[config.mk]
export PLATFORM = sky130hd
export DESIGN_NAME = stack_and_ea_generation
export DESIGN_NICKNAME = d
export VERILOG_FILES = /design/src/hw/agu_pkg.sv /design/src/hw/stack_and_ea_generation.sv
export SDC_FILE = /design/constraint.sdc
export NUM_CORES = 1
export LEC_CHECK = 0
export BUFFER_PORTS_ARGS = -buffer_cell sky130_fd_sc_hd__buf_2
export CAP_MARGIN = 20
export CORE_AREA = 2 2 148 150
export DETAILED_ROUTE_END_ITERATION = 10
export DIE_AREA = 0 0 150 152
export PLACE_DENSITY = 0.9
export SLEW_MARGIN = 15
export SYNTH_ARGS = -nofsm -noshare
export SYNTH_HDL_FRONTEND = slang
export SYNTH_SLANG_ARGS = --single-unit
[constraint.sdc]
create_clock -name i_clk -period 11.9 [get_ports i_clk]
set_clock_uncertainty 0.05 [all_clocks]
set_input_delay 1.785 -clock i_clk [delete_from_list [all_inputs] [get_ports i_clk]]
set_output_delay 1.785 -clock i_clk [all_outputs]
set_load 0.005 [all_outputs]
[src/hw/agu_pkg.sv]
/*
  package for the stack and effective-address unit: modes, constants, reset values.
  assumes a 16-bit data path and byte addressing of data memory.
*/
package agu_pkg;
  localparam int unsigned DATA_W = 16;
  localparam logic [15:0] STACK_STEP = 16'h0002;
  localparam logic [15:0] SFR_TOP = 16'h0800;
  localparam logic [15:0] NEAR_SIZE = 16'h2000;
  localparam int unsigned FILE_ADDR_W = 13;
  localparam int unsigned LIT5_W = 5;
  localparam logic [15:0] SP_RESET = 16'h0800;
  localparam logic [3:0] SP_INDEX = 4'hf;
  localparam logic [3:0] DEFAULT_DEFAULT_ACCUMULATING_REG_INDEX = 4'h0;

  // address modes for the operand path
  typedef enum logic [2:0] {
    MODE_FILE = 3'h0,
    MODE_DIRECT = 3'h1,
    MODE_INDIRECT = 3'h3,
    MODE_POST = 3'h2,
    MODE_PRE = 3'h6,
    MODE_INDEXED = 3'h7,
    MODE_LITOFF = 3'h5,
    MODE_LIT5 = 3'h4
  } addr_mode_type;

  // stack operations
  typedef enum logic [2:0] {
    STK_NONE = 3'h0,
    STK_PUSH = 3'h1,
    STK_POP = 3'h3,
    STK_CALL = 3'h2,
    STK_EXC = 3'h6
  } stack_op_type;
endpackage

[src/hw/stack_and_ea_generation.sv]
/*
  stack pointer, stack limit checking and effective address generation.
  assumes decode presents one request per cycle as a valid pulse with its fields,
  and that data memory takes o_mem_* in the same cycle they are valid.
  the stack limit has no reset value; software writes it before the first stack access.
*/
// Function
// - pointer marks next free word, grows upward
// - push uses then increments, pop decrements first
// - call push zero-fills above the high program counter bits
// - exception push adds status low byte
// - limit not reset, bit zero reads zero
// - stack pointer addresses checked against limit
// - push at limit ok, next push traps
// - pointer below 0x0800 raises underflow trap
// - thirteen-bit direct file address, near space
// - default working register zero is destination
// - move reaches entire data space
// - first source always a working register
// - second source register, memory or literal
// - result to working register or memory
// - indirect uses unmodified pointer as address
// - post-modify accesses then steps pointer
// - pre-modify adds signed constant then accesses
// - indexed adds pointer and base register
// - literal offset adds pointer and literal
// - boot secure ram only from boot code
// - secure segment ram only from secure code
module stack_and_ea_generation #(
  parameter int unsigned PC_W = 23
) (
  input wire logic i_clk,
  input wire logic i_rst,
  // stack request
  input wire logic i_stk_valid,
  input wire agu_pkg::stack_op_type i_stk_op,
  input wire logic [PC_W-1:0] i_pc,
  input wire logic [7:0] i_status_low_byte,
  input wire logic [15:0] i_stk_data,
  // stack limit write
  input wire logic i_limit_we,
  input wire logic [15:0] i_limit_data,
  // operand address request
  input wire logic i_ea_valid,
  input wire agu_pkg::addr_mode_type i_mode,
  input wire logic i_is_move,
  input wire logic i_dest_is_default_accumulating_reg,
  input wire logic [3:0] i_pointer_index,
  input wire logic [15:0] i_pointer_reg,
  input wire logic [15:0] i_base_operand_reg,
  input wire logic [15:0] i_first_source_reg,
  input wire logic [15:0] i_literal,
  input wire logic [15:0] i_modifier,
  input wire logic [15:0] i_move_address,
  input wire logic [12:0] i_file_address,
  // ram protection
  input wire logic i_boot_secure_ram_en,
  input wire logic [15:0] i_boot_ram_lo,
  input wire logic [15:0] i_boot_ram_hi,
  input wire logic i_exec_in_boot,
  input wire logic i_secure_segment_ram_en,
  input wire logic [15:0] i_secure_ram_lo,
  input wire logic [15:0] i_secure_ram_hi,
  input wire logic i_exec_in_secure,
  // outputs
  output logic [15:0] o_stack_pointer,
  output logic [15:0] o_stack_limit,
  output logic o_stack_error_trap,
  output logic o_mem_valid,
  output logic o_mem_write,
  output logic [15:0] o_mem_addr,
  output logic [15:0] o_mem_wdata,
  output logic o_mem_denied,
  output logic [15:0] o_effective_address,
  output logic o_ea_is_memory,
  output logic o_ea_is_literal,
  output logic [15:0] o_operand1,
  output logic o_ptr_we,
  output logic [3:0] o_ptr_index,
  output logic [15:0] o_ptr_value,
  output logic o_result_to_default_accumulating_reg,
  output logic [3:0] o_result_index
);

  ////////////////////////////////////////////////////////////////////////////
  // stack state

  logic [15:0] stack_pointer_reg, stack_pointer_next;
  logic [15:0] stack_limit_reg;
  logic trap_reg, trap_next;

  // push kinds share the use-then-increment path
  wire op_push = (i_stk_op == agu_pkg::STK_PUSH);
  wire op_call = (i_stk_op == agu_pkg::STK_CALL);
  wire op_exc = (i_stk_op == agu_pkg::STK_EXC);
  wire is_push = i_stk_valid & (op_push | op_call | op_exc);
  wire is_pop = i_stk_valid & (i_stk_op == agu_pkg::STK_POP);
  // the pointer moves one word per access, so bit zero never changes
  wire [15:0] sp_inc = stack_pointer_reg + agu_pkg::STACK_STEP;
  wire [15:0] sp_dec = stack_pointer_reg - agu_pkg::STACK_STEP;
  wire [15:0] stack_addr = is_pop ? sp_dec : stack_pointer_reg;

  // upper program counter word, taken above bit 15
  wire [PC_W-17:0] pc_high = i_pc[PC_W-1:16];
  wire [15:0] call_word = {{(32-PC_W){1'b0}}, pc_high};
  wire [15:0] exc_word = {i_status_low_byte, 1'b0, pc_high[6:0]};

  // the pushed word: low pc, then formatted high half is left to decode sequencing
  logic [15:0] push_word;
  always_comb
  begin
    unique case (i_stk_op)
      agu_pkg::STK_CALL: push_word = call_word;
      agu_pkg::STK_EXC: push_word = exc_word;
      default: push_word = i_stk_data;
    endcase
  end

  ////////////////////////////////////////////////////////////////////////////
  // effective address

  // every pointer-relative form is one 16-bit sum; carries out of bit 15 wrap on purpose
  function automatic logic [15:0] pointer_sum(input logic [15:0] base, input logic [15:0] offset);
    pointer_sum = base + offset;
  endfunction

  wire [15:0] pre_value = pointer_sum(i_pointer_reg, i_modifier);
  wire [15:0] post_value = pointer_sum(i_pointer_reg, i_modifier);
  wire [15:0] indexed_ea = pointer_sum(i_pointer_reg, i_base_operand_reg);
  wire [15:0] litoff_ea = pointer_sum(i_pointer_reg, i_literal);
  wire [15:0] file_ea = {3'h0, i_file_address};
  wire [15:0] lit5 = {11'h000, i_literal[agu_pkg::LIT5_W-1:0]};

  // one address per request; register direct and literals carry no memory address
  logic [15:0] ea_calc;
  always_comb
  begin
    unique case (i_mode)
      agu_pkg::MODE_FILE: ea_calc = i_is_move ? i_move_address : file_ea;
      agu_pkg::MODE_INDIRECT: ea_calc = i_pointer_reg;
      agu_pkg::MODE_POST: ea_calc = i_pointer_reg;
      agu_pkg::MODE_PRE: ea_calc = pre_value;
      agu_pkg::MODE_INDEXED: ea_calc = indexed_ea;
      agu_pkg::MODE_LITOFF: ea_calc = litoff_ea;
      agu_pkg::MODE_LIT5: ea_calc = lit5;
      default: ea_calc = i_pointer_reg;
    endcase
  end

  // memory vs register vs literal operand; direct stays in the register file
  wire ea_mem = i_ea_valid & (i_mode != agu_pkg::MODE_DIRECT) & (i_mode != agu_pkg::MODE_LIT5);
  wire ea_lit = i_ea_valid & (i_mode == agu_pkg::MODE_LIT5);
  wire ptr_update = i_ea_valid & ((i_mode == agu_pkg::MODE_POST) | (i_mode == agu_pkg::MODE_PRE));
  wire ea_uses_sp = ea_mem & (i_mode != agu_pkg::MODE_FILE) & (i_pointer_index == agu_pkg::SP_INDEX);
  // the updated pointer value written back to the stack pointer for an sp-based operand
  wire [15:0] ea_sp_view = ptr_update ? (i_mode == agu_pkg::MODE_PRE ? pre_value : post_value) : ea_calc;

  ////////////////////////////////////////////////////////////////////////////
  // limit and underflow checks

  // both bounds in one place: above the limit is overflow, below the floor underflow
  function automatic logic stack_fault(input logic [15:0] addr, input logic [15:0] limit);
    stack_fault = (addr > limit) | (addr < agu_pkg::SFR_TOP);
  endfunction

  // push at the limit writes fine; the address past it traps next time
  wire push_fault = is_push & stack_fault(stack_pointer_reg, stack_limit_reg);
  wire pop_fault = is_pop & stack_fault(sp_dec, stack_limit_reg);
  wire ea_fault = ea_uses_sp & stack_fault(ea_calc, stack_limit_reg);

  ////////////////////////////////////////////////////////////////////////////
  // ram protection

  function automatic logic in_window(input logic [15:0] a, input logic [15:0] lo, input logic [15:0] hi);
    in_window = (a >= lo) & (a <= hi);
  endfunction

  // stack requests own the memory port, so their address is the one checked
  wire [15:0] access_addr = i_stk_valid ? stack_addr : ea_calc;
  wire boot_block = i_boot_secure_ram_en & in_window(access_addr, i_boot_ram_lo, i_boot_ram_hi) &
                    ~i_exec_in_boot;
  wire secure_block = i_secure_segment_ram_en & in_window(access_addr, i_secure_ram_lo, i_secure_ram_hi) &
                      ~i_exec_in_secure;
  wire any_access = (i_stk_valid & (is_push | is_pop)) | ea_mem;
  wire denied = any_access & (boot_block | secure_block);

  ////////////////////////////////////////////////////////////////////////////
  // next state
  // stack requests own the pointer; otherwise a stack-pointer operand may step it

  always_comb
  begin
    stack_pointer_next = stack_pointer_reg;
    if (is_push)
      stack_pointer_next = sp_inc;
    else if (is_pop)
      stack_pointer_next = sp_dec;
    else if (ptr_update & (i_pointer_index == agu_pkg::SP_INDEX))
      stack_pointer_next = {ea_sp_view[15:1], 1'b0};
  end

  // one cycle per faulting access
  assign trap_next = push_fault | pop_fault | ea_fault;

  // stack pointer; reset leaves it at the bottom of the stack area
  always_ff @(posedge i_clk or posedge i_rst)
  begin
    if (i_rst)
      stack_pointer_reg <= agu_pkg::SP_RESET;
    else
      stack_pointer_reg <= stack_pointer_next;
  end

  // trap request lasts exactly the cycle after the faulting access
  always_ff @(posedge i_clk or posedge i_rst)
  begin
    if (i_rst)
      trap_reg <= 1'b0;
    else
      trap_reg <= trap_next;
  end

  // limit is deliberately left out of reset; its low bit is forced clear
  // until written, limit checks see an unknown and the trap output can be unknown too
  always_ff @(posedge i_clk)
  begin
    if (i_limit_we)
      stack_limit_reg <= {i_limit_data[15:1], 1'b0};
  end

  ////////////////////////////////////////////////////////////////////////////
  // registered memory request and operand results

  // next values are named wires so the register blocks below stay plain copies
  wire mem_valid_next = any_access & ~denied;
  wire ptr_we_next = ptr_update & (i_pointer_index != agu_pkg::SP_INDEX);
  wire [15:0] ptr_value_next = (i_mode == agu_pkg::MODE_PRE) ? pre_value : post_value;
  wire result_to_default_accumulating_reg_next = i_ea_valid & i_dest_is_default_accumulating_reg;
  // file register forms always name the default working register
  wire [3:0] result_index_next = (i_mode == agu_pkg::MODE_FILE) ? agu_pkg::DEFAULT_DEFAULT_ACCUMULATING_REG_INDEX :
                                 i_pointer_index;

  // request towards data memory; a refused access keeps its address for the fault handler
  always_ff @(posedge i_clk or posedge i_rst)
  begin
    if (i_rst)
    begin
      o_mem_valid <= 1'b0;
      o_mem_write <= 1'b0;
      o_mem_addr <= 16'h0000;
      o_mem_wdata <= 16'h0000;
      o_mem_denied <= 1'b0;
    end
    else
    begin
      o_mem_valid <= mem_valid_next;
      o_mem_write <= is_push;
      o_mem_addr <= access_addr;
      o_mem_wdata <= push_word;
      o_mem_denied <= denied;
    end
  end

  // operand address and its kind; these follow the inputs every cycle
  always_ff @(posedge i_clk or posedge i_rst)
  begin
    if (i_rst)
    begin
      o_effective_address <= 16'h0000;
      o_ea_is_memory <= 1'b0;
      o_ea_is_literal <= 1'b0;
      o_operand1 <= 16'h0000;
    end
    else
    begin
      o_effective_address <= ea_calc;
      o_ea_is_memory <= ea_mem;
      o_ea_is_literal <= ea_lit;
      o_operand1 <= i_first_source_reg;
    end
  end

  // pointer write-back and result routing for the register file
  always_ff @(posedge i_clk or posedge i_rst)
  begin
    if (i_rst)
    begin
      o_ptr_we <= 1'b0;
      o_ptr_index <= 4'h0;
      o_ptr_value <= 16'h0000;
      o_result_to_default_accumulating_reg <= 1'b0;
      o_result_index <= 4'h0;
    end
    else
    begin
      o_ptr_we <= ptr_we_next;
      o_ptr_index <= i_pointer_index;
      o_ptr_value <= ptr_value_next;
      o_result_to_default_accumulating_reg <= result_to_default_accumulating_reg_next;
      o_result_index <= result_index_next;
    end
  end

  // state registers drive these ports directly, so they never glitch
  assign o_stack_pointer = stack_pointer_reg;
  assign o_stack_limit = stack_limit_reg;
  assign o_stack_error_trap = trap_reg;

endmodule
# Word-level counts from Yosys, hierarchy flattened
# Cells that the tools add are included.
[op_classes]
n_shift = 0
n_eq_ne = 13
n_mux = 10
n_div = 0
n_mul = 0
bitwise_logic = 37
n_reduce_logical = 3
addsub = 5
order_cmp = 10
[ops]
columns = ["cell", "n"]
rows = [
  ["16-bit two-way mux", 7],
  ["16-bit one-hot mux with 5 select lines", 1],
  ["16-bit adder", 3],
  ["16-bit greater-than comparator", 3],
  ["16-bit by 12-bit < comparator with 1-bit output (second input constant)", 3],
  ["16-bit >= comparator", 2],
  ["16-bit <= comparator", 2],
  ["16-bit one-hot mux with 2 select lines", 1],
  ["1-bit AND", 23],
  ["16-bit by 2-bit adder with 16-bit output (second input constant)", 1],
  ["16-bit by 2-bit subtractor with 16-bit output (second input constant)", 1],
  ["3-bit equality test (second input constant)", 5],
  ["1-bit OR", 11],
  ["3-bit by 2-bit equality test with 1-bit output (second input constant)", 3],
  ["3-bit nonzero test", 2],
  ["4-bit equality test (second input constant)", 1],
  ["4-bit two-way mux", 1],
  ["4-bit inequality test (second input constant)", 1],
  ["3-bit by 1-bit equality test with 1-bit output (second input constant)", 1],
  ["3-bit zero test", 1],
  ["3-bit by 1-bit inequality test with 1-bit output (second input constant)", 1],
  ["3-bit inequality test (second input constant)", 1],
  ["1-bit NOT", 3],
]
[word_totals]
romBits = 0
mem_bits_rw = 0
memories = 0
reg_bits = 127
out_inout_bits = 128
latchBits = 0
elab_cells = 95
in_bits = 257

# Depth between registers and ports, before layout
# Gate-level depths: netlist of run 1.
[logic_depth]
word_depth = 12
ltp_mapped = 27
mapped_depth_nobuf = 25

# Worst setup path before layout of run 1
# Ideal clock, no wire load.
[synth_path]
kind = "input -> register"
startpoint = "in i_mode[0]"
endpoint = "reg o_mem_denied"
t_required_ns = 11.765
setup_ns = 0.085
path_buffers = 2
setup_slack_ns = 5.248
arrival_ns = 6.517
cell_stages = 25
path_cell_list = "and2_1 -> clkbuf_1 -> nand2_1 -> clkbuf_1 -> mux2_2 -> ha_1 -> o211ai_1 -> o21ai_0 -> nand3_1 -> nand2_1 -> a21o_1 -> a21oi_1 -> xnor2_1 -> a221oi_1 -> o31ai_1 -> ha_1 -> a21o_1 -> a21o_1 -> a21o_1 -> a21oi_1 -> nor2b_1 -> o211ai_1 -> a22oi_1 -> o32ai_1 -> a21boi_0"
[synth_via]
elab_chain_cells = 9
word_cells_on_any_way = 24
cone_classes = "order compare (4); eq/ne (6); mux (2); bitwise (11); reduce/logical (1)"
[synth_lines]
columns = ["element", "line_no", "source"]
rows = [
  ["from (decl)", "stack_and_ea_generation.sv:45", "input wire agu_pkg::addr_mode_type i_mode,"],
  ["3-bit equality test or 3-bit zero test (tied branches)", "stack_and_ea_generation.sv:138", "unique case (i_mode)"],
  ["16-bit one-hot mux with 5 select lines *", "stack_and_ea_generation.sv:138", ""],
  ["16-bit two-way mux *", "stack_and_ea_generation.sv:179", "wire [15:0] access_addr = i_stk_valid ? stack_addr : ea_calc;"],
  ["net access_addr[9]", "stack_and_ea_generation.sv:179", ""],
  ["16-bit >= comparator or 16-bit <= comparator (tied branches)", "stack_and_ea_generation.sv:175", "in_window = (a >= lo) & (a <= hi);"],
  ["1-bit AND", "stack_and_ea_generation.sv:175", ""],
  ["1-bit AND (on tied branches) (2 in a row)", "stack_and_ea_generation.sv:180, stack_and_ea_generation.sv:182", ""],
  ["1-bit OR *", "stack_and_ea_generation.sv:185", "wire denied = any_access & (boot_block | secure_block);"],
  ["1-bit AND *", "stack_and_ea_generation.sv:185", ""],
  ["net denied", "stack_and_ea_generation.sv:185", ""],
  ["to (signal assigned)", "stack_and_ea_generation.sv:260", "o_mem_denied <= denied;"],
  ["to (decl)", "stack_and_ea_generation.sv:73", "output logic o_mem_denied,"],
]
# Mark *: on every way through the listed nets, which the timed path passes. The rest lies on a longest branch.
# A chain may end at the register's enable or synchronous reset.

# Worst setup path after layout of run 1
[layout_path]
startpoint = "in i_mode[2]"
endpoint = "reg o_mem_denied"
# The elaborated chain is that of the path after synthesis.

==> results of run 1 <==
## power groups by stage
stage / Combinational (mW) / Clock [mW] / Sequential (mW)
floorplan: 0.422 / 0 / 0.537
global placement: 0.612 / 0 / 0.566
finish: 0.647 / 0.484 / 0.564
global route: 0.715 / 0.514 / 0.571
detailed placement: 0.635 / 0 / 0.568
CTS: 0.639 / 0.493 / 0.561
## layout make-up
class / instances / area, sq um / share of cell area [%]
clock inverters: 13 / 102.6 / 0.8168
flip-flops and latches: 126 / 3229 / 25.71
well taps: 280 / 350.3 / 2.789
multi-input cells: 843 / 6172 / 49.14
inverters: 101 / 381.6 / 3.038
clock buffers: 19 / 452.9 / 3.606
repair buffers: 371 / 1872 / 14.90
## worst reg2reg max path: stages, from the launching register on
cell	delay, ps
dfrtp_1	490
inv_1	140
ha_1	210
or3b_4	430
nor3_4	320
nand2_4	130
nor3_1	310
nand2_1	180
xor2_1	170
a21oi_1	500
ha_1	370
a21o_1	170
a21oi_1	140
nor2b_1	60
o211ai_1	190
a22oi_1	90
o32ai_1	390
a21boi_0	250
## through the flow
stage / cell area [sq um] / util [%] / instances / power [mW]
2_1_floorplan: 9988 / - / 1117 / 0.9598
3_3_place_gp: 12010 / 56.23 / 1721 / 1.178
3_5_place_dp: 12010 / 56.23 / 1721 / 1.203
4_1_cts: 12560 / 58.83 / 1753 / 1.693
5_1_grt: 12560 / 58.83 / 1753 / 1.800
6_report: 12560 / 58.83 / 1753 / 1.694
## metal layers
| metal | up-vias | wire length [um] |
|---|---|---|
| met3 | 103 | 2870 |
| met1 | 4591 | 12780 |
| li1 | 4699 | - |
| met2 | 599 | 15660 |
| met4 | 0 | 1542 |
| met5 | - | 0 |
## cells in the final DEF (no fill, tap or decap), drive strengths merged, types with 13 or more instances in the layout
| cell type | count |
|---|---|
| nor2 | 73 |
| o21a | 18 |
| nor2b | 14 |
| edfxtp | 15 |
| xnor2 | 25 |
| nand2 | 97 |
| a21oi | 84 |
| and3 | 14 |
| mux2i | 21 |
| clkbuf | 19 |
| ha | 141 |
| a21o | 40 |
| buf | 371 |
| xor2 | 25 |
| nand3 | 30 |
| nor3 | 16 |
| nand2b | 13 |
| nand4 | 23 |
| dfrtp | 110 |
| o21ai | 67 |
| inv | 109 |
| mux2 | 19 |
## cells by family after synthesis
group                    count (synthesis)
AO/OA/AOI/OAI                          303
flip-flops                             126
XOR/XNOR                                50
other                                    1
adder cells (fa/ha/maj)                143
buffers and inverters                  148
multiplexers                            40
AND/OR/NAND/NOR                        305
## final timing paths
kind | to | slack, ps | depth (start not counted)
max in group asynchronous | o_effective_address[0] | 9140 | 3
worst min-delay path | o_stack_pointer[2] | 630 | 2
worst max-delay path | o_mem_denied | 4080 | 24
worst max register to register | o_mem_denied | 7230 | 17
min in group asynchronous | o_operand1[12] | 1390 | 2
worst min register to register | o_stack_pointer[2] | 630 | 2
==> impl_metrics.py, run 1 <==
metrics = {
    "status": {
        "status": "complete, no violations",
    },
    "worst_setup_path": {
        "crit_type": "primary input to flop",
        "reg2reg_from": "o_stack_pointer[1]",
        "critPathSlowestCell": "o31ai_1",
        "cp_common_cell": "a21o_1",
        "cp-start-kind": "primary input",
        "crit_required_ps": 12180,
        "path_cells": "buf_2, and2_1, nand2_1, mux2_2, ha_1, a211oi_1, o21ai_0, nand3_1, nand2_1, a21o_1, a21oi_1, xnor2_1, a221oi_1, o31ai_1, ha_1, a21o_1, a21o_1, a21o_1, a21oi_1, nor2b_1, o211ai_1, a22oi_1, o32ai_1, a21boi_0",
        "crit_family": "compound AO/OA/AOI/OAI gates",
        "crit_buf_inv": 1,
        "critPathMaxStageDelay_ps": 790,
        "crit_arrival_ps": 8090,
        "cp-startpoint": "i_mode[2]",
        "endpoint_kind": "flop",
        "critPathMaxFanout": 31,
    },
    "power_and_ir_drop": {
        "leakage_nw": 6.657,
        "ir_drop_v": 0.0001020,
        "combPwrFrac_pct": 38.2,
        "p_seq_share_pct": 33.3,
        "p_sw_mw": 0.6333,
        "pwr-share-clk_pct": 28.6,
        "p_per_area_nw_per_um2": 134.9,
        "internal-power_mw": 1.061,
        "p_sw_share_pct": 37.38,
    },
    "floorplanning": {
        "dieArea_sq_um": 22800,
        "row_count": 54,
        "start_util_pct": 46.77,
        "core_area_sq_um": 21350,
        "die_h_um": 152,
        "pin_count": 385,
        "die_w_um": 150,
    },
    "routing": {
        "antenna_left": 0,
        "routedWlPerCell_um": 18.74,
        "drt_first_pass_iters": 7,
        "viasPerCell": 5.700,
        "num_vias": 9992,
        "drt-total-wl_um": 32850,
        "drc": 0,
        "drtIter0Drc": 758,
    },
    "timing": {
        "fin_crit_sh_pct": 65.69,
        "timing.fmax_mhz": 127.9,
        "hold_violations": 0,
        "holdWs_ps": 632.0,
        "rsz0062_at_grt": "false",
        "slew_violations": 0,
        "relSlewSlack_pct": 27.37,
        "max_slew.worst_pin.slew_ps": 1078,
        "setup_ws_ps": 4083,
        "period_needed_ps": 7817,
        "setup_tns_ps": 0,
        "finalSetupViolCount": 0,
    },
    "finish": {
        "syn2layout_area_growth_pct": 25.80,
        "drive_gt1_share_pct": 30.35,
        "antenna_cells": 0,
        "layout.nets": 1860,
        "fillers": 1848,
    },
    "synth": {
        "synthCells": 1116,
        "synth_area_sq_um": 9985,
        "synth_cell_types": 77,
        "synth_top_area_cell": "dfrtp_1",
        "ys_seq_area_share_pct": 32.34,
        "synth.most_common_cell": "ha_1",
        "syn_avg_cell_area_sq_um": 8.947,
        "synth_top_area_share_pct": 27.57,
        "ys_ff_latch": 126,
        "synthXorXnorAreaFrac_pct": 4.461,
        "synth.area.top_cells": "dfrtp_1, ha_1, edfxtp_1",
        "synth_compound_area_share_pct": 20.13,
        "synthAdderAreaFrac_pct": 18.07,
        "yosys-mux-area-fraction_pct": 4.248,
        "synth_common_cells": "ha_1, dfrtp_1, inv_1",
        "synth_simple_gate_area_share_pct": 14.84,
        "synth_edf_count": 15,
        "synth_warnings": 0,
        "synth_flop_cell": "dfrtp_1",
        "synth_top_family_by_area": "compound AO/OA/AOI/OAI gates",
        "ys_async_sr_fraction_pct": 88.10,
    },
    "clocking": {
        "cts_buffer_depth": 2,
        "ctsHoldBuffers": 0,
        "cts_tree": "yes",
        "clk_latency_ps": 420,
        "numClockSinks": 126,
        "root_buffer": "clkbuf_16",
        "cts_buffers": 17,
        "ctsResizeCount": 0,
        "path_clk_slew_ps": 60,
        "post_cts_buffers": 0,
        "cts_max_level": 4,
    },
    "grt": {
        "grt_max_degree": 64,
        "grt_pass1_vias": 9662,
        "grt_pass1_wl_um": 49850,
        "met1_usage_pct": 34.31,
        "grt.busiest_layer": "met2",
        "antenna_found_initial": 0,
        "met3_usage_pct": 4.114,
        "grtUsageTotal_pct": 27.98,
        "overflow": 0,
        "grtUsageMet2_pct": 47.75,
    },
    "placed_design": {
        "hpwl_um": 26750,
        "pre_cts_slack_ps": 3689,
        "place.gp.congestion": 0.9746,
        "portBuffers": 365,
    },
    "worst_hold_path": {
        "min-delay-start": "o_stack_pointer[2]",
        "hold_class": "flop to flop",
    },
    "job": {
        "cap_violations": 0,
    },
}
(Power assumes the default switching activity.)
==> inputs of run 2 (changes only) <==
Settings changed: CORE_AREA 2 2 148 150 to default, CORE_UTILIZATION from default to 46, DIE_AREA 0 0 150 152 to default, PLACE_DENSITY 0.9 to 0.91.
Clock period 11.9 ns to 6.42 ns, I/O delays scaled along.
==> impl_metrics.py, run 2 (synthesis gave the netlist of run 1 again) <==
metrics = {
    "routing": {
        "routedWlPerCell_um": 18.93,
        "drt_first_pass_iters": 5,
        "drtIter0Drc": 632,
        "viasPerCell": 5.668,
        "drc": 0,
        "antenna_left": 0,
        "num_vias": 9981,
        "drt-total-wl_um": 33330,
    },
    "finish": {
        "drive_gt1_share_pct": 30.96,
        "seqCellArea_sq_um": 3229,
        "final_common_cell": "buf_2",
        "antenna_cells": 0,
        "multi_input_area_sq_um": 6172,
        "syn2layout_area_growth_pct": 27.07,
        "fillers": 1801,
        "final_cell_mix": "buf_2, ha_1, dfrtp_1, inv_1, nand2_1",
        "layout.nets": 1873,
    },
    "timing": {
        "relSlewSlack_pct": 25.53,
        "slew_violations": 0,
        "timing.fmax_mhz": 171.2,
        "hold_violations": 0,
        "fin_crit_sh_pct": 91.00,
        "max_slew.worst_pin.slew_ps": 1105,
        "period_needed_ps": 5842,
        "finalSetupViolCount": 0,
        "rsz0062_at_grt": "false",
        "setup_tns_ps": 0,
    },
    "floorplanning": {
        "core_area_sq_um": 21150,
        "dieArea_sq_um": 22300,
        "die_h_um": 149.3,
        "pin_count": 385,
        "row_count": 53,
        "die_w_um": 149.3,
        "start_util_pct": 47.20,
    },
    "grt": {
        "overflow": 0,
        "grt_pass1_vias": 9495,
        "grt_pass1_wl_um": 50310,
        "antenna_found_initial": 0,
        "grtUsageTotal_pct": 29.74,
        "grt_max_degree": 63,
    },
    "power_and_ir_drop": {
        "internal-power_mw": 2.012,
        "totalPowerFinal_mw": 3.231,
        "p_seq_share_pct": 32.6,
        "p_per_area_nw_per_um2": 254.6,
        "p_sw_share_pct": 37.73,
        "leakage_nw": 6.734,
        "ir_drop_v": 0.0001972,
        "combPwrFrac_pct": 37.5,
        "pwr-share-clk_pct": 29.8,
        "p_sw_mw": 1.219,
    },
    "clocking": {
        "root_buffer": "clkbuf_16",
        "numClockSinks": 126,
        "cts_tree": "yes",
        "cts_buffer_depth": 2,
        "cts_buffers": 17,
        "ctsResizeCount": 0,
        "post_cts_buffers": 0,
        "path_clk_slew_ps": 60,
        "clk_latency_ps": 430,
        "cts_max_level": 4,
        "ctsHoldBuffers": 0,
    },
    "placed_design": {
        "hpwl_um": 26860,
        "place.gp.congestion": 0.9613,
        "portBuffers": 365,
    },
    "worst_setup_path": {
        "cp-start-kind": "primary input",
        "endpoint_kind": "flop",
        "crit_arrival_ps": 6130,
        "cp_common_cell": "a21oi_1",
        "critPathMaxStageDelay_ps": 520,
        "crit_required_ps": 6700,
        "critPathSlowestCell": "mux2i_1",
        "path_cells": "buf_2, and2_1, nand2_1, buf_4, mux2_2, ha_1, a21oi_1, o21ai_0, nor2_1, a21bo_2, a2111oi_0, a211o_1, a21oi_1, mux2i_1, ha_1, o211ai_1, a21oi_1, a2111oi_0, a21oi_1, o32ai_1, a21boi_0",
        "crit_buf_inv": 2,
        "critPathMaxFanout": 11,
        "crit_type": "primary input to flop",
        "crit_family": "compound AO/OA/AOI/OAI gates",
    },
    "job": {
        "cap_violations": 0,
    },
    "worst_hold_path": {
        "hold_class": "primary input to asynchronous set/reset pin",
    },
    "status": {
        "status": "complete, no violations",
    },
}
==> run 2: power by group through the flow <==
stage                     clock (mW)  combinational [mW]  sequential (mW)
after global routing            1.02                1.34             1.07
after global placement             0                1.16             1.06
after detailed placement           0                1.19             1.06
after floorplan                    0               0.783            0.996
after CTS                      0.982                1.20             1.05
final                          0.964                1.21             1.05
==> run 2: area by class of cell <==
class	instances	area share [%]
multi-input combinational	843	48.65
sequential	126	25.45
timing repair buffer	384	15.52
clock buffer	17	3.353
inverter	101	3.008
tap	275	2.712
clock inverter	15	1.302
==> run 2: path summary, 6_finish.rpt <==
kind	start	slack, ps	cells after the start	endpoint
min	i_rst	580	2	o_operand1[15]
max	i_mode[2]	580	21	o_mem_denied
max reg2reg	o_stack_pointer[1]	1730	17	o_mem_denied
min reg2reg	o_stack_pointer[2]	640	2	o_stack_pointer[2]
max in group asynchronous	i_rst	4480	3	o_ptr_value[14]
min in group i_clk	i_first_source_reg[6]	590	1	o_operand1[6]
==> run 2: per-stage QoR <==
step / std cells / worst slack (ps) / instance area, sq um / hold WS, ps / util [%]
global route: 1761 / 202.0 / 12690 / 579.5 / 59.98
CTS: 1761 / 659.5 / 12690 / 580.2 / 59.98
floorplan: 1117 / 589.8 / 9988 / 559.3 / -
detailed placement: 1729 / 261.3 / 12100 / 612.0 / 57.18
finish: 1761 / 578.0 / 12690 / 581.3 / 59.98
global placement: 1729 / 390.5 / 12100 / 609.8 / 57.18
==> run 2: routing by layer <==
layer	GRT usage (%)	part of all wire [%]	up-vias
li1	-	-	4707
met1	36.54	40	4626
met2	50.95	49	568
met3	5.015	7.6	80
met4	13.11	3.5	0
met5	0	0	-
==> run 2: worst reg2reg max path, delay by kind of cell, from the launching register on <==
kind,cells,cell delay (ps)
AOI/OAI and AO/OA,7,1710
and+or+nand+nor,6,1470
xor gates and xnor gates,1,170
adders and majority gates,2,560
buffers and inverters,1,150
DFF,1,490
==> inputs of run 3 (changes only) <==
Settings changed: CORE_AREA from default to 2 2 148 150, CORE_UTILIZATION 46 to default, DIE_AREA from default to 0 0 150 152, PLACE_DENSITY 0.91 to 0.9.
Clock period 6.42 ns to 6.49 ns, I/O delays scaled along.
==> impl_metrics.py, run 3 (synthesis gave the netlist of run 1 again) <==
metrics = {
    "routing": {
        "drtIter0Drc": 733,
        "routedWlPerCell_um": 18.60,
        "drt-met1-wl_um": 12730,
        "antenna_left": 0,
        "viasPerCell": 5.687,
        "dr_wl_met3_um": 2829,
        "topRoutingLayerUsed": "met4",
        "route.met2.wl_um": 15770,
        "drt-total-wl_um": 32910,
        "drt_first_pass_iters": 5,
        "drc": 0,
        "num_vias": 10060,
    },
    "clocking": {
        "path_clk_slew_ps": 60,
        "clk_latency_ps": 420,
        "numClockSinks": 126,
        "cts_buffers": 17,
        "cts_tree": "yes",
        "root_buffer": "clkbuf_16",
        "post_cts_buffers": 0,
        "ctsHoldBuffers": 0,
        "cts_buffer_depth": 2,
        "cts_max_level": 4,
        "ctsResizeCount": 0,
    },
    "grt": {
        "grt_pass1_vias": 9912,
        "grtUsageTotal_pct": 28.57,
        "grt_max_degree": 65,
        "overflow": 0,
        "grt_pass1_wl_um": 50980,
        "antenna_found_initial": 0,
    },
    "floorplanning": {
        "die_h_um": 152,
        "dieArea_sq_um": 22800,
        "die_w_um": 150,
        "core_area_sq_um": 21350,
        "row_count": 54,
        "pin_count": 385,
        "start_util_pct": 46.77,
    },
    "worst_setup_path": {
        "critPathMaxFanout": 10,
        "reg2reg_slack_ps": 1810,
        "endpoint_kind": "flop",
        "cp-startpoint": "i_mode[1]",
        "reg2reg_from": "o_stack_pointer[1]",
        "crit_type": "primary input to flop",
        "cp-start-kind": "primary input",
        "crit_required_ps": 6770,
        "crit_arrival_ps": 6160,
    },
    "timing": {
        "hold_violations": 0,
        "rsz0062_at_grt": "false",
        "period_needed_ps": 5882,
        "slew_violations": 0,
        "setup_tns_ps": 0,
        "finalSetupViolCount": 0,
        "timing.fmax_mhz": 170.0,
        "fin_crit_sh_pct": 90.64,
        "max_slew.worst_pin.slew_ps": 928.0,
        "relSlewSlack_pct": 37.48,
    },
    "finish": {
        "antenna_cells": 0,
        "final_common_cell": "buf_2",
        "final_cell_mix": "buf_2, ha_1, dfrtp_1, inv_1, nand2_1",
        "drive_gt1_share_pct": 31.09,
        "syn2layout_area_growth_pct": 27.71,
        "fillers": 1842,
        "layout.nets": 1876,
    },
    "power_and_ir_drop": {
        "p_per_area_nw_per_um2": 254.2,
        "ir_drop_v": 0.0001786,
        "totalPowerFinal_mw": 3.242,
        "leakage_nw": 6.762,
    },
    "placed_design": {
        "portBuffers": 365,
        "place.gp.congestion": 0.9749,
        "hpwl_um": 26860,
    },
    "status": {
        "status": "complete, no violations",
    },
    "worst_hold_path": {
        "hold_class": "primary input to asynchronous set/reset pin",
    },
    "job": {
        "cap_violations": 0,
    },
}
## run 3: path summary, 6_finish.rpt
path	to	cells past startpoint
worst max register to register	o_mem_denied	17
worst min register to register	o_stack_pointer[2]	2
worst min-delay path	o_operand1[1]	2
worst max-delay path	o_mem_denied	24
min in group i_clk	o_operand1[3]	1
max in group asynchronous	o_mem_valid	3
## run 3: final cells by class
class / count / area [sq um] / area share (%)
clock buffers: 17 / 425.4 / 3.336
inverters: 101 / 381.6 / 2.993
well taps: 280 / 350.3 / 2.748
multi-input cells: 843 / 6172 / 48.41
repair buffers: 387 / 1992 / 15.62
flip-flops and latches: 126 / 3229 / 25.33
clock inverters: 15 / 200.2 / 1.570
## run 3: stage by stage
step | cell area (sq um) | setup slack, ps | hold WS, ps | utilization (%) | std cells
3_5_place_dp | 12120 | 278.5 | 625.3 | 56.76 | 1736
3_3_place_gp | 12120 | 432.8 | 595.7 | 56.76 | 1736
2_1_floorplan | 9988 | 649.3 | 559.3 | - | 1117
6_report | 12750 | 607.7 | 575.2 | 59.72 | 1769
5_1_grt | 12750 | 205.1 | 593.1 | 59.72 | 1769
4_1_cts | 12740 | 694.5 | 584.1 | 59.69 | 1768
## run 3: per-layer routing
layer  GRT usage (%)  vias to the layer above
met5               0                        -
met4           14.73                        0
met3           3.874                       94
met2           48.40                      593
met1           35.24                     4645
li1                -                     4728
## run 3: report_power, final
group          leakage [nW]  switching, mW  internal [mW]
clock                 0.301          0.384          0.619
sequential             1.46          0.127          0.908
combinational          5.00          0.666          0.538
total                  6.76           1.18           2.06
## run 3: critical path, cell delays in order
cell	delay, ps
buf_2	190
inv_1	120
nand2_1	250
mux2_2	380
ha_1	210
inv_1	80
fa_1	180
nand2b_1	160
a21oi_1	130
o41a_1	390
a41o_1	300
xor2_1	140
a21oi_1	270
a21oi_1	240
mux2_2	390
ha_1	320
a21o_1	160
a21o_1	170
a21oi_1	140
nor2b_1	60
o211ai_1	180
a22oi_1	100
o32ai_1	380
a21boi_0	240
